==> src/verilog/mpc_pkg.sv <==
// Purpose: Shared constants for the multiphase configuration register bank and its host.
// Assumes: One clock, active-low asynchronous reset.
// Notes:   Command codes are link addresses; host offsets are AHB-Lite byte addresses.
`default_nettype none
package mpc_pkg;
  // ---------------------------------------------------------------
  // Link command codes
  // ---------------------------------------------------------------
  localparam logic [7:0] CMD_PAGE = 8'h00;
  localparam logic [7:0] CMD_CFG_TEN = 8'hba;
  localparam logic [7:0] CMD_CFG_ELEVEN = 8'hbb;
  localparam logic [7:0] CMD_CFG_TWELVE = 8'hbc;
  localparam logic [7:0] CMD_LIMIT = 8'hd0;
  localparam logic [7:0] CMD_IMB = 8'hd3;
  localparam logic [7:0] CMD_MIRROR = 8'hdb;

  // ---------------------------------------------------------------
  // Transaction kinds
  // ---------------------------------------------------------------
  typedef enum logic [1:0] {KIND_BYTE, KIND_WORD, KIND_BLOCK} mpc_kind_t;

  // ---------------------------------------------------------------
  // Field positions
  // ---------------------------------------------------------------
  localparam int CFG_W = 48;
  localparam int LIM_W = 14;
  localparam int TWO_PH_BIT = 9;
  localparam int THREE_PH_BIT = 8;
  localparam int MIRROR_BIT = 0;
  localparam int TEMP_OFF_BIT = 13;
  localparam int ISOL_BIT = 12;
  localparam int OV_OFF_BIT = 11;
  localparam int DOWN_LSB = 8;
  localparam int UP_LSB = 6;
  localparam int SHARE_LSB = 4;
  localparam int OCL_LSB = 0;
  localparam logic [6:0] OCL_BASE_AMPS = 7'd14;
  localparam logic [6:0] OCL_STEP_AMPS = 7'd4;

  // ---------------------------------------------------------------
  // Host register offsets and fields
  // ---------------------------------------------------------------
  localparam logic [7:0] H_CTRL = 8'h00;
  localparam logic [7:0] H_WLO = 8'h04;
  localparam logic [7:0] H_WHI = 8'h08;
  localparam logic [7:0] H_RLO = 8'h0c;
  localparam logic [7:0] H_RHI = 8'h10;
  localparam logic [7:0] H_STAT = 8'h14;
  localparam int CTRL_KIND_LSB = 8;
  localparam int CTRL_WR_BIT = 10;
  localparam int CTRL_GO_BIT = 31;
endpackage
`default_nettype wire

==> src/verilog/mpc_link_if.sv <==
// Purpose: Transaction link between the host end and the register bank.
// Assumes: Request fields stand from req rising until ack is seen.
// Notes:   Abstracts the serial management bus to whole transactions.
`timescale 1ns/100ps
`default_nettype none
interface mpc_link_if;
  logic req;
  logic [1:0] kind;
  logic wr;
  logic [7:0] cmd;
  logic [47:0] wdata;
  logic ack;
  logic err;
  logic [47:0] rdata;

  modport dev (input req, kind, wr, cmd, wdata, output ack, err, rdata);
  modport host (output req, kind, wr, cmd, wdata, input ack, err, rdata);
endinterface
`default_nettype wire

==> src/verilog/mpc_dev_end.sv <==
// Purpose: Configuration and status register bank of a two-channel multiphase controller.
// Assumes: Host keeps request fields stable until ack; defaults arrive on nvm_load.
// Notes:   One transaction answered per request, one cycle after it is taken.
//
// Register access over AHB-Lite was left to the implementer.
`timescale 1ns/100ps
`default_nettype none
module mpc_dev_end (
  // Clock and reset
  input wire logic hclk,
  input wire logic hresetn,
  // Link to host
  mpc_link_if.dev link,
  // Nonvolatile defaults
  input wire logic nvm_load,
  input wire logic [47:0] nvm_cfg_ten,
  input wire logic [47:0] nvm_cfg_eleven,
  input wire logic [47:0] nvm_cfg_twelve,
  input wire logic [13:0] nvm_limit_p0,
  input wire logic [13:0] nvm_limit_p1,
  // Power stage status
  input wire logic [5:0] imb_event_a,
  input wire logic [2:0] imb_event_b,
  input wire logic [2:0] active_phases_a,
  input wire logic [2:0] active_phases_b,
  // Settings to power stage
  output logic [1:0] chan_b_phase_count,
  output logic chan_b_temp_sense_disable,
  output logic fault_isolation_sel,
  output logic chan_b_fixed_overvoltage_off,
  output logic [2:0] dac_offset_falling_a,
  output logic [2:0] dac_offset_falling_b,
  output logic [2:0] dac_offset_rising_a,
  output logic [2:0] dac_offset_rising_b,
  output logic [1:0] imbalance_warn_threshold_a,
  output logic [1:0] imbalance_warn_threshold_b,
  output logic [6:0] per_phase_current_limit_a,
  output logic [6:0] per_phase_current_limit_b
);
  // ---------------------------------------------------------------
  // Helpers
  // ---------------------------------------------------------------
  // Two-bit code to DAC counter offset 0, 2, 4, 6
  function automatic logic [2:0] dac_ofs(input logic [1:0] code);
    dac_ofs = {code, 1'b0};
  endfunction

  // Limit code to amps
  function automatic logic [6:0] ocl_amps(input logic [3:0] code);
    ocl_amps = 7'(mpc_pkg::OCL_BASE_AMPS + mpc_pkg::OCL_STEP_AMPS * {3'b000, code});
  endfunction

  // ---------------------------------------------------------------
  // State
  // ---------------------------------------------------------------
  logic [47:0] cfg_q [3];
  logic [13:0] limit_q [2];
  logic page_q;
  logic [5:0] flags_a_q;
  logic [2:0] flags_b_q;
  logic ack_q;
  logic err_q;
  logic [47:0] rdata_q;

  logic take;
  logic bad;
  logic [47:0] rd_d;
  logic [2:0] wr_cfg;
  logic wr_lim;
  logic wr_page;
  logic wr_mir;
  logic rd_imb;
  logic [1:0] cfg_idx;
  logic [47:0] cfg_new;

  assign take = link.req && !ack_q;
  assign cfg_idx = 2'(link.cmd - mpc_pkg::CMD_CFG_TEN);

  // ---------------------------------------------------------------
  // Command decode
  // ---------------------------------------------------------------
  // Kind check, read mux and write strobes
  always_comb begin
    bad = 1'b0;
    rd_d = '0;
    wr_cfg = 3'b000;
    wr_lim = 1'b0;
    wr_page = 1'b0;
    wr_mir = 1'b0;
    rd_imb = 1'b0;
    case (link.cmd)
      mpc_pkg::CMD_PAGE: begin
        if (link.kind != mpc_pkg::KIND_BYTE) begin
          bad = 1'b1;
        end else if (link.wr) begin
          bad = (link.wdata[7:1] != 7'h00);
          wr_page = !bad;
        end else begin
          rd_d = {47'h0, page_q};
        end
      end
      mpc_pkg::CMD_CFG_TEN, mpc_pkg::CMD_CFG_ELEVEN, mpc_pkg::CMD_CFG_TWELVE: begin
        if (link.kind != mpc_pkg::KIND_BLOCK) begin
          bad = 1'b1;
        end else if (link.wr) begin
          wr_cfg[cfg_idx] = 1'b1;
        end else begin
          rd_d = cfg_q[cfg_idx];
        end
      end
      mpc_pkg::CMD_LIMIT: begin
        if (link.kind != mpc_pkg::KIND_WORD) begin
          bad = 1'b1;
        end else if (link.wr) begin
          wr_lim = 1'b1;
        end else begin
          rd_d = {34'h0, limit_q[page_q]};
        end
      end
      mpc_pkg::CMD_IMB: begin
        if (link.kind != mpc_pkg::KIND_WORD || link.wr) begin
          bad = 1'b1;
        end else begin
          rd_imb = 1'b1;
          if (!page_q) begin
            rd_d = {39'h0, flags_a_q, active_phases_a};
          end else begin
            rd_d = {42'h0, flags_b_q, active_phases_b};
          end
        end
      end
      mpc_pkg::CMD_MIRROR: begin
        if (link.kind != mpc_pkg::KIND_BYTE) begin
          bad = 1'b1;
        end else if (link.wr) begin
          wr_mir = 1'b1;
        end else begin
          rd_d = 48'(cfg_q[1][mpc_pkg::TWO_PH_BIT]) << mpc_pkg::MIRROR_BIT;
        end
      end
      default: bad = 1'b1;
    endcase
  end

  // Shared image write; phase bits only change with page 0
  always_comb begin
    cfg_new = link.wdata;
    if (cfg_idx == 2'd1 && page_q) begin
      cfg_new[mpc_pkg::TWO_PH_BIT] = cfg_q[1][mpc_pkg::TWO_PH_BIT];
      cfg_new[mpc_pkg::THREE_PH_BIT] = cfg_q[1][mpc_pkg::THREE_PH_BIT];
    end
  end

  // ---------------------------------------------------------------
  // Link answer
  // ---------------------------------------------------------------
  // One-cycle ack with registered data and error
  always_ff @(posedge hclk or negedge hresetn) begin
    if (!hresetn) begin
      ack_q <= 1'b0;
      err_q <= 1'b0;
      rdata_q <= '0;
    end else begin
      ack_q <= take;
      if (take) begin
        err_q <= bad;
        rdata_q <= (bad || link.wr) ? '0 : rd_d;
      end
    end
  end

  assign link.ack = ack_q;
  assign link.err = err_q;
  assign link.rdata = rdata_q;

  // ---------------------------------------------------------------
  // Registers
  // ---------------------------------------------------------------
  // Page select from latest accepted page write
  always_ff @(posedge hclk or negedge hresetn) begin
    if (!hresetn) begin
      page_q <= 1'b0;
    end else if (take && wr_page) begin
      page_q <= link.wdata[0];
    end
  end

  // Shared configuration images
  always_ff @(posedge hclk or negedge hresetn) begin
    if (!hresetn) begin
      for (int i = 0; i < 3; i++) begin
        cfg_q[i] <= '0;
      end
    end else if (nvm_load) begin
      cfg_q[0] <= nvm_cfg_ten;
      cfg_q[1] <= nvm_cfg_eleven;
      cfg_q[2] <= nvm_cfg_twelve;
    end else if (take && |wr_cfg) begin
      cfg_q[cfg_idx] <= cfg_new;
    end else if (take && wr_mir && !page_q) begin
      cfg_q[1][mpc_pkg::TWO_PH_BIT] <= link.wdata[mpc_pkg::MIRROR_BIT];
    end
  end

  // Paged limit and share words, one copy per page
  always_ff @(posedge hclk or negedge hresetn) begin
    if (!hresetn) begin
      limit_q[0] <= '0;
      limit_q[1] <= '0;
    end else if (nvm_load) begin
      limit_q[0] <= nvm_limit_p0;
      limit_q[1] <= nvm_limit_p1;
    end else if (take && wr_lim) begin
      limit_q[page_q] <= link.wdata[13:0];
    end
  end

  // Sticky imbalance flags; a new event beats the read clear
  always_ff @(posedge hclk or negedge hresetn) begin
    if (!hresetn) begin
      flags_a_q <= '0;
      flags_b_q <= '0;
    end else begin
      flags_a_q <= (flags_a_q & ~{6{take && rd_imb && !page_q}}) | imb_event_a;
      flags_b_q <= (flags_b_q & ~{3{take && rd_imb && page_q}}) | imb_event_b;
    end
  end

  // ---------------------------------------------------------------
  // Settings out
  // ---------------------------------------------------------------
  // Channel B phase count; both selects set reads as one phase
  always_comb begin
    unique case ({cfg_q[1][mpc_pkg::TWO_PH_BIT], cfg_q[1][mpc_pkg::THREE_PH_BIT]})
      2'b00: chan_b_phase_count = 2'd2;
      2'b01: chan_b_phase_count = 2'd3;
      2'b10: chan_b_phase_count = 2'd1;
      2'b11: chan_b_phase_count = 2'd1;
    endcase
  end

  // Per-page fields
  assign chan_b_temp_sense_disable = limit_q[0][mpc_pkg::TEMP_OFF_BIT];
  assign fault_isolation_sel = limit_q[1][mpc_pkg::ISOL_BIT];
  assign chan_b_fixed_overvoltage_off = limit_q[1][mpc_pkg::OV_OFF_BIT];
  assign dac_offset_falling_a = dac_ofs(limit_q[0][mpc_pkg::DOWN_LSB +: 2]);
  assign dac_offset_falling_b = dac_ofs(limit_q[1][mpc_pkg::DOWN_LSB +: 2]);
  assign dac_offset_rising_a = dac_ofs(limit_q[0][mpc_pkg::UP_LSB +: 2]);
  assign dac_offset_rising_b = dac_ofs(limit_q[1][mpc_pkg::UP_LSB +: 2]);
  assign imbalance_warn_threshold_a = limit_q[0][mpc_pkg::SHARE_LSB +: 2];
  assign imbalance_warn_threshold_b = limit_q[1][mpc_pkg::SHARE_LSB +: 2];
  assign per_phase_current_limit_a = ocl_amps(limit_q[0][mpc_pkg::OCL_LSB +: 4]);
  assign per_phase_current_limit_b = ocl_amps(limit_q[1][mpc_pkg::OCL_LSB +: 4]);
endmodule
`default_nettype wire

==> src/flat_wrapper.sv <==
// flat-port wrapper written by rule: the top's interface ports become plain ports
module mpc_dev_end_flat 
  (hclk, hresetn, nvm_load, nvm_cfg_ten, nvm_cfg_eleven, nvm_cfg_twelve, nvm_limit_p0, nvm_limit_p1, imb_event_a, imb_event_b, active_phases_a, active_phases_b, chan_b_phase_count, chan_b_temp_sense_disable, fault_isolation_sel, chan_b_fixed_overvoltage_off, dac_offset_falling_a, dac_offset_falling_b, dac_offset_rising_a, dac_offset_rising_b, imbalance_warn_threshold_a, imbalance_warn_threshold_b, per_phase_current_limit_a, per_phase_current_limit_b, link_req, link_kind, link_wr, link_cmd, link_wdata, link_ack, link_err, link_rdata);
  mpc_link_if link_i ();
  input wire logic hclk;
  input wire logic hresetn;
  input wire logic nvm_load;
  input wire logic [47:0] nvm_cfg_ten;
  input wire logic [47:0] nvm_cfg_eleven;
  input wire logic [47:0] nvm_cfg_twelve;
  input wire logic [13:0] nvm_limit_p0;
  input wire logic [13:0] nvm_limit_p1;
  input wire logic [5:0] imb_event_a;
  input wire logic [2:0] imb_event_b;
  input wire logic [2:0] active_phases_a;
  input wire logic [2:0] active_phases_b;
  output logic [1:0] chan_b_phase_count;
  output logic chan_b_temp_sense_disable;
  output logic fault_isolation_sel;
  output logic chan_b_fixed_overvoltage_off;
  output logic [2:0] dac_offset_falling_a;
  output logic [2:0] dac_offset_falling_b;
  output logic [2:0] dac_offset_rising_a;
  output logic [2:0] dac_offset_rising_b;
  output logic [1:0] imbalance_warn_threshold_a;
  output logic [1:0] imbalance_warn_threshold_b;
  output logic [6:0] per_phase_current_limit_a;
  output logic [6:0] per_phase_current_limit_b;
  input wire logic [$bits(link_i.req)-1:0] link_req;
  input wire logic [$bits(link_i.kind)-1:0] link_kind;
  input wire logic [$bits(link_i.wr)-1:0] link_wr;
  input wire logic [$bits(link_i.cmd)-1:0] link_cmd;
  input wire logic [$bits(link_i.wdata)-1:0] link_wdata;
  output wire logic [$bits(link_i.ack)-1:0] link_ack;
  output wire logic [$bits(link_i.err)-1:0] link_err;
  output wire logic [$bits(link_i.rdata)-1:0] link_rdata;
  assign link_i.req = link_req;
  assign link_i.kind = link_kind;
  assign link_i.wr = link_wr;
  assign link_i.cmd = link_cmd;
  assign link_i.wdata = link_wdata;
  assign link_ack = link_i.ack;
  assign link_err = link_i.err;
  assign link_rdata = link_i.rdata;
  mpc_dev_end u_core (.hclk(hclk), .hresetn(hresetn), .link(link_i), .nvm_load(nvm_load), .nvm_cfg_ten(nvm_cfg_ten), .nvm_cfg_eleven(nvm_cfg_eleven), .nvm_cfg_twelve(nvm_cfg_twelve), .nvm_limit_p0(nvm_limit_p0), .nvm_limit_p1(nvm_limit_p1), .imb_event_a(imb_event_a), .imb_event_b(imb_event_b), .active_phases_a(active_phases_a), .active_phases_b(active_phases_b), .chan_b_phase_count(chan_b_phase_count), .chan_b_temp_sense_disable(chan_b_temp_sense_disable), .fault_isolation_sel(fault_isolation_sel), .chan_b_fixed_overvoltage_off(chan_b_fixed_overvoltage_off), .dac_offset_falling_a(dac_offset_falling_a), .dac_offset_falling_b(dac_offset_falling_b), .dac_offset_rising_a(dac_offset_rising_a), .dac_offset_rising_b(dac_offset_rising_b), .imbalance_warn_threshold_a(imbalance_warn_threshold_a), .imbalance_warn_threshold_b(imbalance_warn_threshold_b), .per_phase_current_limit_a(per_phase_current_limit_a), .per_phase_current_limit_b(per_phase_current_limit_b));
endmodule
==> config.mk <==
export PLATFORM = sky130hd
export DESIGN_NAME = mpc_dev_end_flat
export DESIGN_NICKNAME = d
export VERILOG_FILES = /design/src/verilog/mpc_pkg.sv /design/src/verilog/mpc_link_if.sv /design/src/verilog/mpc_dev_end.sv /design/src/flat_wrapper.sv
export SDC_FILE = /design/constraint.sdc
export NUM_CORES = 1
export LEC_CHECK = 0
export ABC_CLOCK_PERIOD_IN_PS = 5530
export BUFFER_PORTS_ARGS = -buffer_cell sky130_fd_sc_hd__buf_2
export CAP_MARGIN = 10
export CORE_ASPECT_RATIO = 1.2
export CORE_MARGIN = 10
export CORE_UTILIZATION = 24
export DETAILED_ROUTE_END_ITERATION = 8
export PLACE_DENSITY = 0.52
export SLEW_MARGIN = 5
export SYNTH_ARGS = -nofsm -noshare
export SYNTH_HDL_FRONTEND = slang
export SYNTH_SLANG_ARGS = --single-unit
==> constraint.sdc <==
create_clock -name hclk -period 5.53 [get_ports hclk]
set_input_delay 0 -clock hclk [delete_from_list [all_inputs] [get_ports hclk]]
set_output_delay 0 -clock hclk [all_outputs]
set_load 0.05 [all_outputs]
==> report_table.html <==
<table>
<tr><th>Metric</th><th>Value</th></tr>
<tr><th colspan="2">Timing</th></tr>
<tr><td>Final-layout worst hold slack</td><td>30.7 ps</td></tr>
<tr><td>Count of final hold-check violations</td><td>0</td></tr>
<tr><td>Worst setup margin</td><td>2490 ps</td></tr>
<tr><td>Worst Tran Pin Value</td><td>1130 ps</td></tr>
<tr><td>Final Max Slew Viols</td><td>0</td></tr>
<tr><td>Setup repair after global routing missed its margin</td><td>no</td></tr>
<tr><td>Post-Route Skew</td><td>19.2 ps</td></tr>
<tr><td>Worst slew margin</td><td>24.6%</td></tr>
<tr><td>Highest clock rate</td><td>329 MHz</td></tr>
<tr><td>Final critical-path required period</td><td>3040 ps</td></tr>
<tr><td>Total of endpoints with negative setup slack in the final report</td><td>0</td></tr>
<tr><td>TNS Setup</td><td>0 ps</td></tr>
<tr><td>Fin crit share</td><td>55.0%</td></tr>
<tr><th colspan="2">GRT</th></tr>
<tr><td>Vias in the first global route</td><td>12800</td></tr>
<tr><td>Maximum number of pins on one net before global-route repair</td><td>155</td></tr>
<tr><td>First-pass GRT wire length</td><td>75100 um</td></tr>
<tr><td>Number of antenna violations at the first check in global routing</td><td>5</td></tr>
<tr><td>GR Overflow Total</td><td>0</td></tr>
<tr><td>Overall Global Routing Usage</td><td>15.8%</td></tr>
<tr><th colspan="2">Power and ir drop</th></tr>
<tr><td>Proportion of power drawn by flip-flops and latches</td><td>40.3%</td></tr>
<tr><td>VDD IR-drop max</td><td>0.000196 V</td></tr>
<tr><td>Switching share of total power</td><td>27.4%</td></tr>
<tr><td>Share of total power in the clock network</td><td>40.9%</td></tr>
<tr><td>Leakage power total</td><td>9.15 nW</td></tr>
<tr><td>Power density of the placed cells</td><td>249 nW/um^2</td></tr>
<tr><td>Internal cell power</td><td>3.39 mW</td></tr>
<tr><td>Psw</td><td>1.28 mW</td></tr>
<tr><td>Sum of internal, switching and leakage power</td><td>4.68 mW</td></tr>
<tr><td>Fraction of power consumed by combinational cells</td><td>18.8%</td></tr>
<tr><th colspan="2">Synth</th></tr>
<tr><td>Post-synthesis cell type count</td><td>50</td></tr>
<tr><td>Most frequently used cell type in the post-synthesis netlist</td><td>nand2_1</td></tr>
<tr><td>Post-synthesis sequential area ratio</td><td>48.5%</td></tr>
<tr><td>Per-instance average area after synthesis</td><td>9.85 um^2</td></tr>
<tr><td>Most area-hungry cell type in the Yosys netlist</td><td>dfrtp_1</td></tr>
<tr><td>Share of flip-flops with an asynchronous set or reset</td><td>100%</td></tr>
<tr><td>#FFs+latches synth</td><td>232</td></tr>
<tr><td>Area of the mapped netlist</td><td>12000 um^2</td></tr>
<tr><td>Top post-synthesis cells by count</td><td>238 x nand2_1, 235 x mux2i_1, 232 x dfrtp_1, 225 x o21ai_0, 58 x clkbuf_1</td></tr>
<tr><td>Post-synth EDFFs</td><td>0</td></tr>
<tr><td>Most area-consuming cells after synthesis</td><td>dfrtp_1 49%, mux2i_1 20%, o21ai_0 9.4%, nand2_1 7.5%, a22o_1 2.6%</td></tr>
<tr><td>Fraction of post-synthesis cell area in the top cell type by area</td><td>48.5%</td></tr>
<tr><td>Total number of yosys warnings</td><td>0</td></tr>
<tr><td>Post-Synthesis Cells</td><td>1214</td></tr>
<tr><td>Primary FF master, synth</td><td>dfrtp_1</td></tr>
<tr><th colspan="2">Layout</th></tr>
<tr><td>Combined area of the multi-input logic cells</td><td>5600 um^2</td></tr>
<tr><td>Area growth from synthesis to layout</td><td>57.2%</td></tr>
<tr><td>Number of filler cells placed in the layout</td><td>4934</td></tr>
<tr><td>Fin cells</td><td>2524</td></tr>
<tr><td>Fraction of layout cells with a size suffix above 1</td><td>21.1%</td></tr>
<tr><td>Net count of the finished layout</td><td>2113</td></tr>
<tr><td>Combined flip-flop and latch cell area</td><td>5810 um^2</td></tr>
<tr><th colspan="2">Floorplanning</th></tr>
<tr><td>Effective utilization at floorplan</td><td>24.3%</td></tr>
<tr><td>Row count</td><td>89</td></tr>
<tr><td>Die Outline Area</td><td>59200 um^2</td></tr>
<tr><td>Width of the chip</td><td>224 um</td></tr>
<tr><td>Top-level port count</td><td>335</td></tr>
<tr><td>Core footprint</td><td>49200 um^2</td></tr>
<tr><td>Die extent in y</td><td>265 um</td></tr>
<tr><th colspan="2">Detailed routing</th></tr>
<tr><td>Vias</td><td>11800</td></tr>
<tr><td>Aggregate routed wire length</td><td>48700 um</td></tr>
<tr><td>Remaining antenna violation count after routing</td><td>0</td></tr>
<tr><td>Remaining routing DRC violations</td><td>0</td></tr>
<tr><td>Routed length per placed instance</td><td>19.3 um</td></tr>
<tr><td>First DRT Iteration DRCs</td><td>687</td></tr>
<tr><td>Via-to-Cell Ratio</td><td>4.68</td></tr>
<tr><td>First-pass iteration count of the detailed router</td><td>5</td></tr>
<tr><th colspan="2">Critical path</th></tr>
<tr><td>Data required time of the critical path</td><td>5960 ps</td></tr>
<tr><td>Nature of the critical path endpoint</td><td>flip-flop</td></tr>
<tr><td>Setup slack of the worst register-to-register path</td><td>2490 ps</td></tr>
<tr><td>Worst-path fanout max</td><td>49</td></tr>
<tr><td>Number of cell instances on the worst register-to-register path</td><td>7</td></tr>
<tr><td>Data arrival at the endpoint of the critical path</td><td>3470 ps</td></tr>
<tr><td>Startpoint Class</td><td>flip-flop</td></tr>
<tr><td>Worst setup path class</td><td>reg2reg</td></tr>
<tr><th colspan="2">Clocking</th></tr>
<tr><td>Count of clock tree sinks</td><td>232</td></tr>
<tr><td>Later-pin clock latency in the skew report</td><td>560 ps</td></tr>
<tr><td>Setup repair bufs after CTS</td><td>0</td></tr>
<tr><td>Clk root buf</td><td>clkbuf_16</td></tr>
<tr><td>Register clock-pin slew on the reported worst setup and hold paths</td><td>60 ps</td></tr>
<tr><td>Clock buffers created by TritonCTS</td><td>28</td></tr>
<tr><td>Htree depth</td><td>1</td></tr>
<tr><td>CTS tree</td><td>done</td></tr>
<tr><td>Clock Tree Buf Depth</td><td>3</td></tr>
<tr><th colspan="2">Run status</th></tr>
<tr><td>Result of the run</td><td>complete, no violations</td></tr>
<tr><th colspan="2">Place</th></tr>
<tr><td>Inst Count DP</td><td>2084</td></tr>
<tr><td>DP HPWL</td><td>30900 um</td></tr>
<tr><td>Final RePlAce weighted congestion</td><td>0.815</td></tr>
<tr><td>IO Port Bufs</td><td>326</td></tr>
<tr><td>Post-place setup slack</td><td>2500 ps</td></tr>
<tr><th colspan="2">Hold path</th></tr>
<tr><td>Class of the tightest hold or removal check</td><td>in2reg</td></tr>
<tr><td>Instance count along the most critical hold path</td><td>4</td></tr>
<tr><th colspan="2">Run</th></tr>
<tr><td>Number of max-cap violations</td><td>0</td></tr>
</table>
layer usage:
metal  track usage, %  routed length (um)  share of wire, %  up-vias
li1                 -                   -                 -     5557
met1             19.2               20300                42     5822
met2             27.8               24600                50      369
met3             2.61                2610               5.4       70
met4             4.99                1190               2.4        0
met5                0                   0                 0        -
timing repair:
action | in CTS | in global routing
resized for setup | 0 | 0
hold buffers | 384 | 0
endpoints found under the hold margin | 293 | 0
setup endpoints to repair | 0 | 0
path summary, 6_finish.rpt:
kind | start | endpoint
min reg2reg | u_core.flags_a_q[0]$_DFF_PN0_ | u_core.flags_a_q[0]$_DFF_PN0_
max in group asynchronous | hresetn | u_core.link.rdata[47]$_DFFE_PN0P_
max reg2reg | u_core.link.ack$_DFF_PN0_ | u_core.cfg_q[59]$_DFFE_PN0P_
min | link_kind[1] | u_core.link.rdata[0]$_DFFE_PN0P_
max | u_core.link.ack$_DFF_PN0_ | u_core.cfg_q[59]$_DFFE_PN0P_
min in group asynchronous | hresetn | u_core.cfg_q[16]$_DFFE_PN0P_
registers in the layout, indices dropped and copies added, names as in the netlist:
register	count
u_core.cfg_q	144
u_core.link.rdata	48
u_core.limit_q	13
u_core.flags_a_q	6
u_core.flags_b_q	3
u_core.dac_offset_falling_a	2
u_core.dac_offset_falling_b	2
u_core.dac_offset_rising_a	2
u_core.dac_offset_rising_b	2
u_core.imbalance_warn_threshold_a	2
u_core.imbalance_warn_threshold_b	2
u_core.chan_b_fixed_overvoltage_off	1
u_core.chan_b_temp_sense_disable	1
u_core.fault_isolation_sel	1
u_core.link.ack	1
u_core.link.err	1
u_core.page_q	1
cells in the final DEF, fill, tap and decap left out, types with 4 or more instances in the layout:
master	synthesis	routed
dlygate4sd3_1	0	384
buf_2	18	323
nand2_1	238	238
mux2i_1	235	235
dfrtp_1	232	232
o21ai_0	225	225
a22o_1	36	36
clkbuf_16	0	29
a21oi_1	12	12
buf_4	28	12
nor2_1	11	11
o21ai_1	10	10
inv_1	9	9
a21o_1	9	9
nor3_1	8	8
conb_1	2	8
o22ai_1	7	7
clkbuf_8	0	7
and3_1	7	6
clkbuf_1	58	6
diode_2	0	5
clkinv_2	0	5
xnor2_1	4	4
nand4_1	4	4
mux2_2	4	4
a211oi_1	4	4
a22oi_1	4	4
power by group through the flow:
stage               registers [mW]  logic (mW)  clock network (mW)
floorplan                     1.90       0.347                   0
global placement              1.91       0.592                   0
detailed placement            1.91       0.602                   0
CTS                           1.88       0.872                1.97
global route                  1.89       0.963                2.04
finish                        1.88       0.880                1.91
worst max-delay path, cell delays in order, from the launching register on:
cell and delay [ps]:
dfrtp_1 370, nand2b_2 190, inv_1 90, and3_1 300, and3_4 930, mux2i_1 270
o21ai_0 110, dlygate4sd3_1 620
through the flow:
| stage | instance area [um^2] | utilization [%] |
|---|---|---|
| 3_3_place_gp | 14000 | 28.4 |
| 4_1_cts | 18800 | 38.2 |
| 2_1_floorplan | 12000 | - |
| 5_1_grt | 18800 | 38.2 |
| 3_5_place_dp | 14000 | 28.4 |
| 6_report | 18800 | 38.2 |
cells by family after synthesis:
group | after synthesis | share of synthesized area, %
other | 2 | 0.0628
adders and majority gates | 2 | 0.209
buffers and inverters | 120 | 5.02
and+or+nand+nor | 300 | 10.8
xor gates and xnor gates | 4 | 0.293
DFF | 232 | 48.5
AOI/OAI and AO/OA | 315 | 15.0
muxes | 239 | 20.0
layout make-up:
class / instances / area share [%]
multi-input combinational: 868 / 29.8
sequential: 232 / 30.9
clock buffer: 42 / 4.49
clock inverter: 9 / 0.546
inverter: 9 / 0.180
tap: 637 / 4.24
timing repair buffer: 722 / 29.8
antenna: 5 / 0.0666
(Power assumes the default switching activity.)
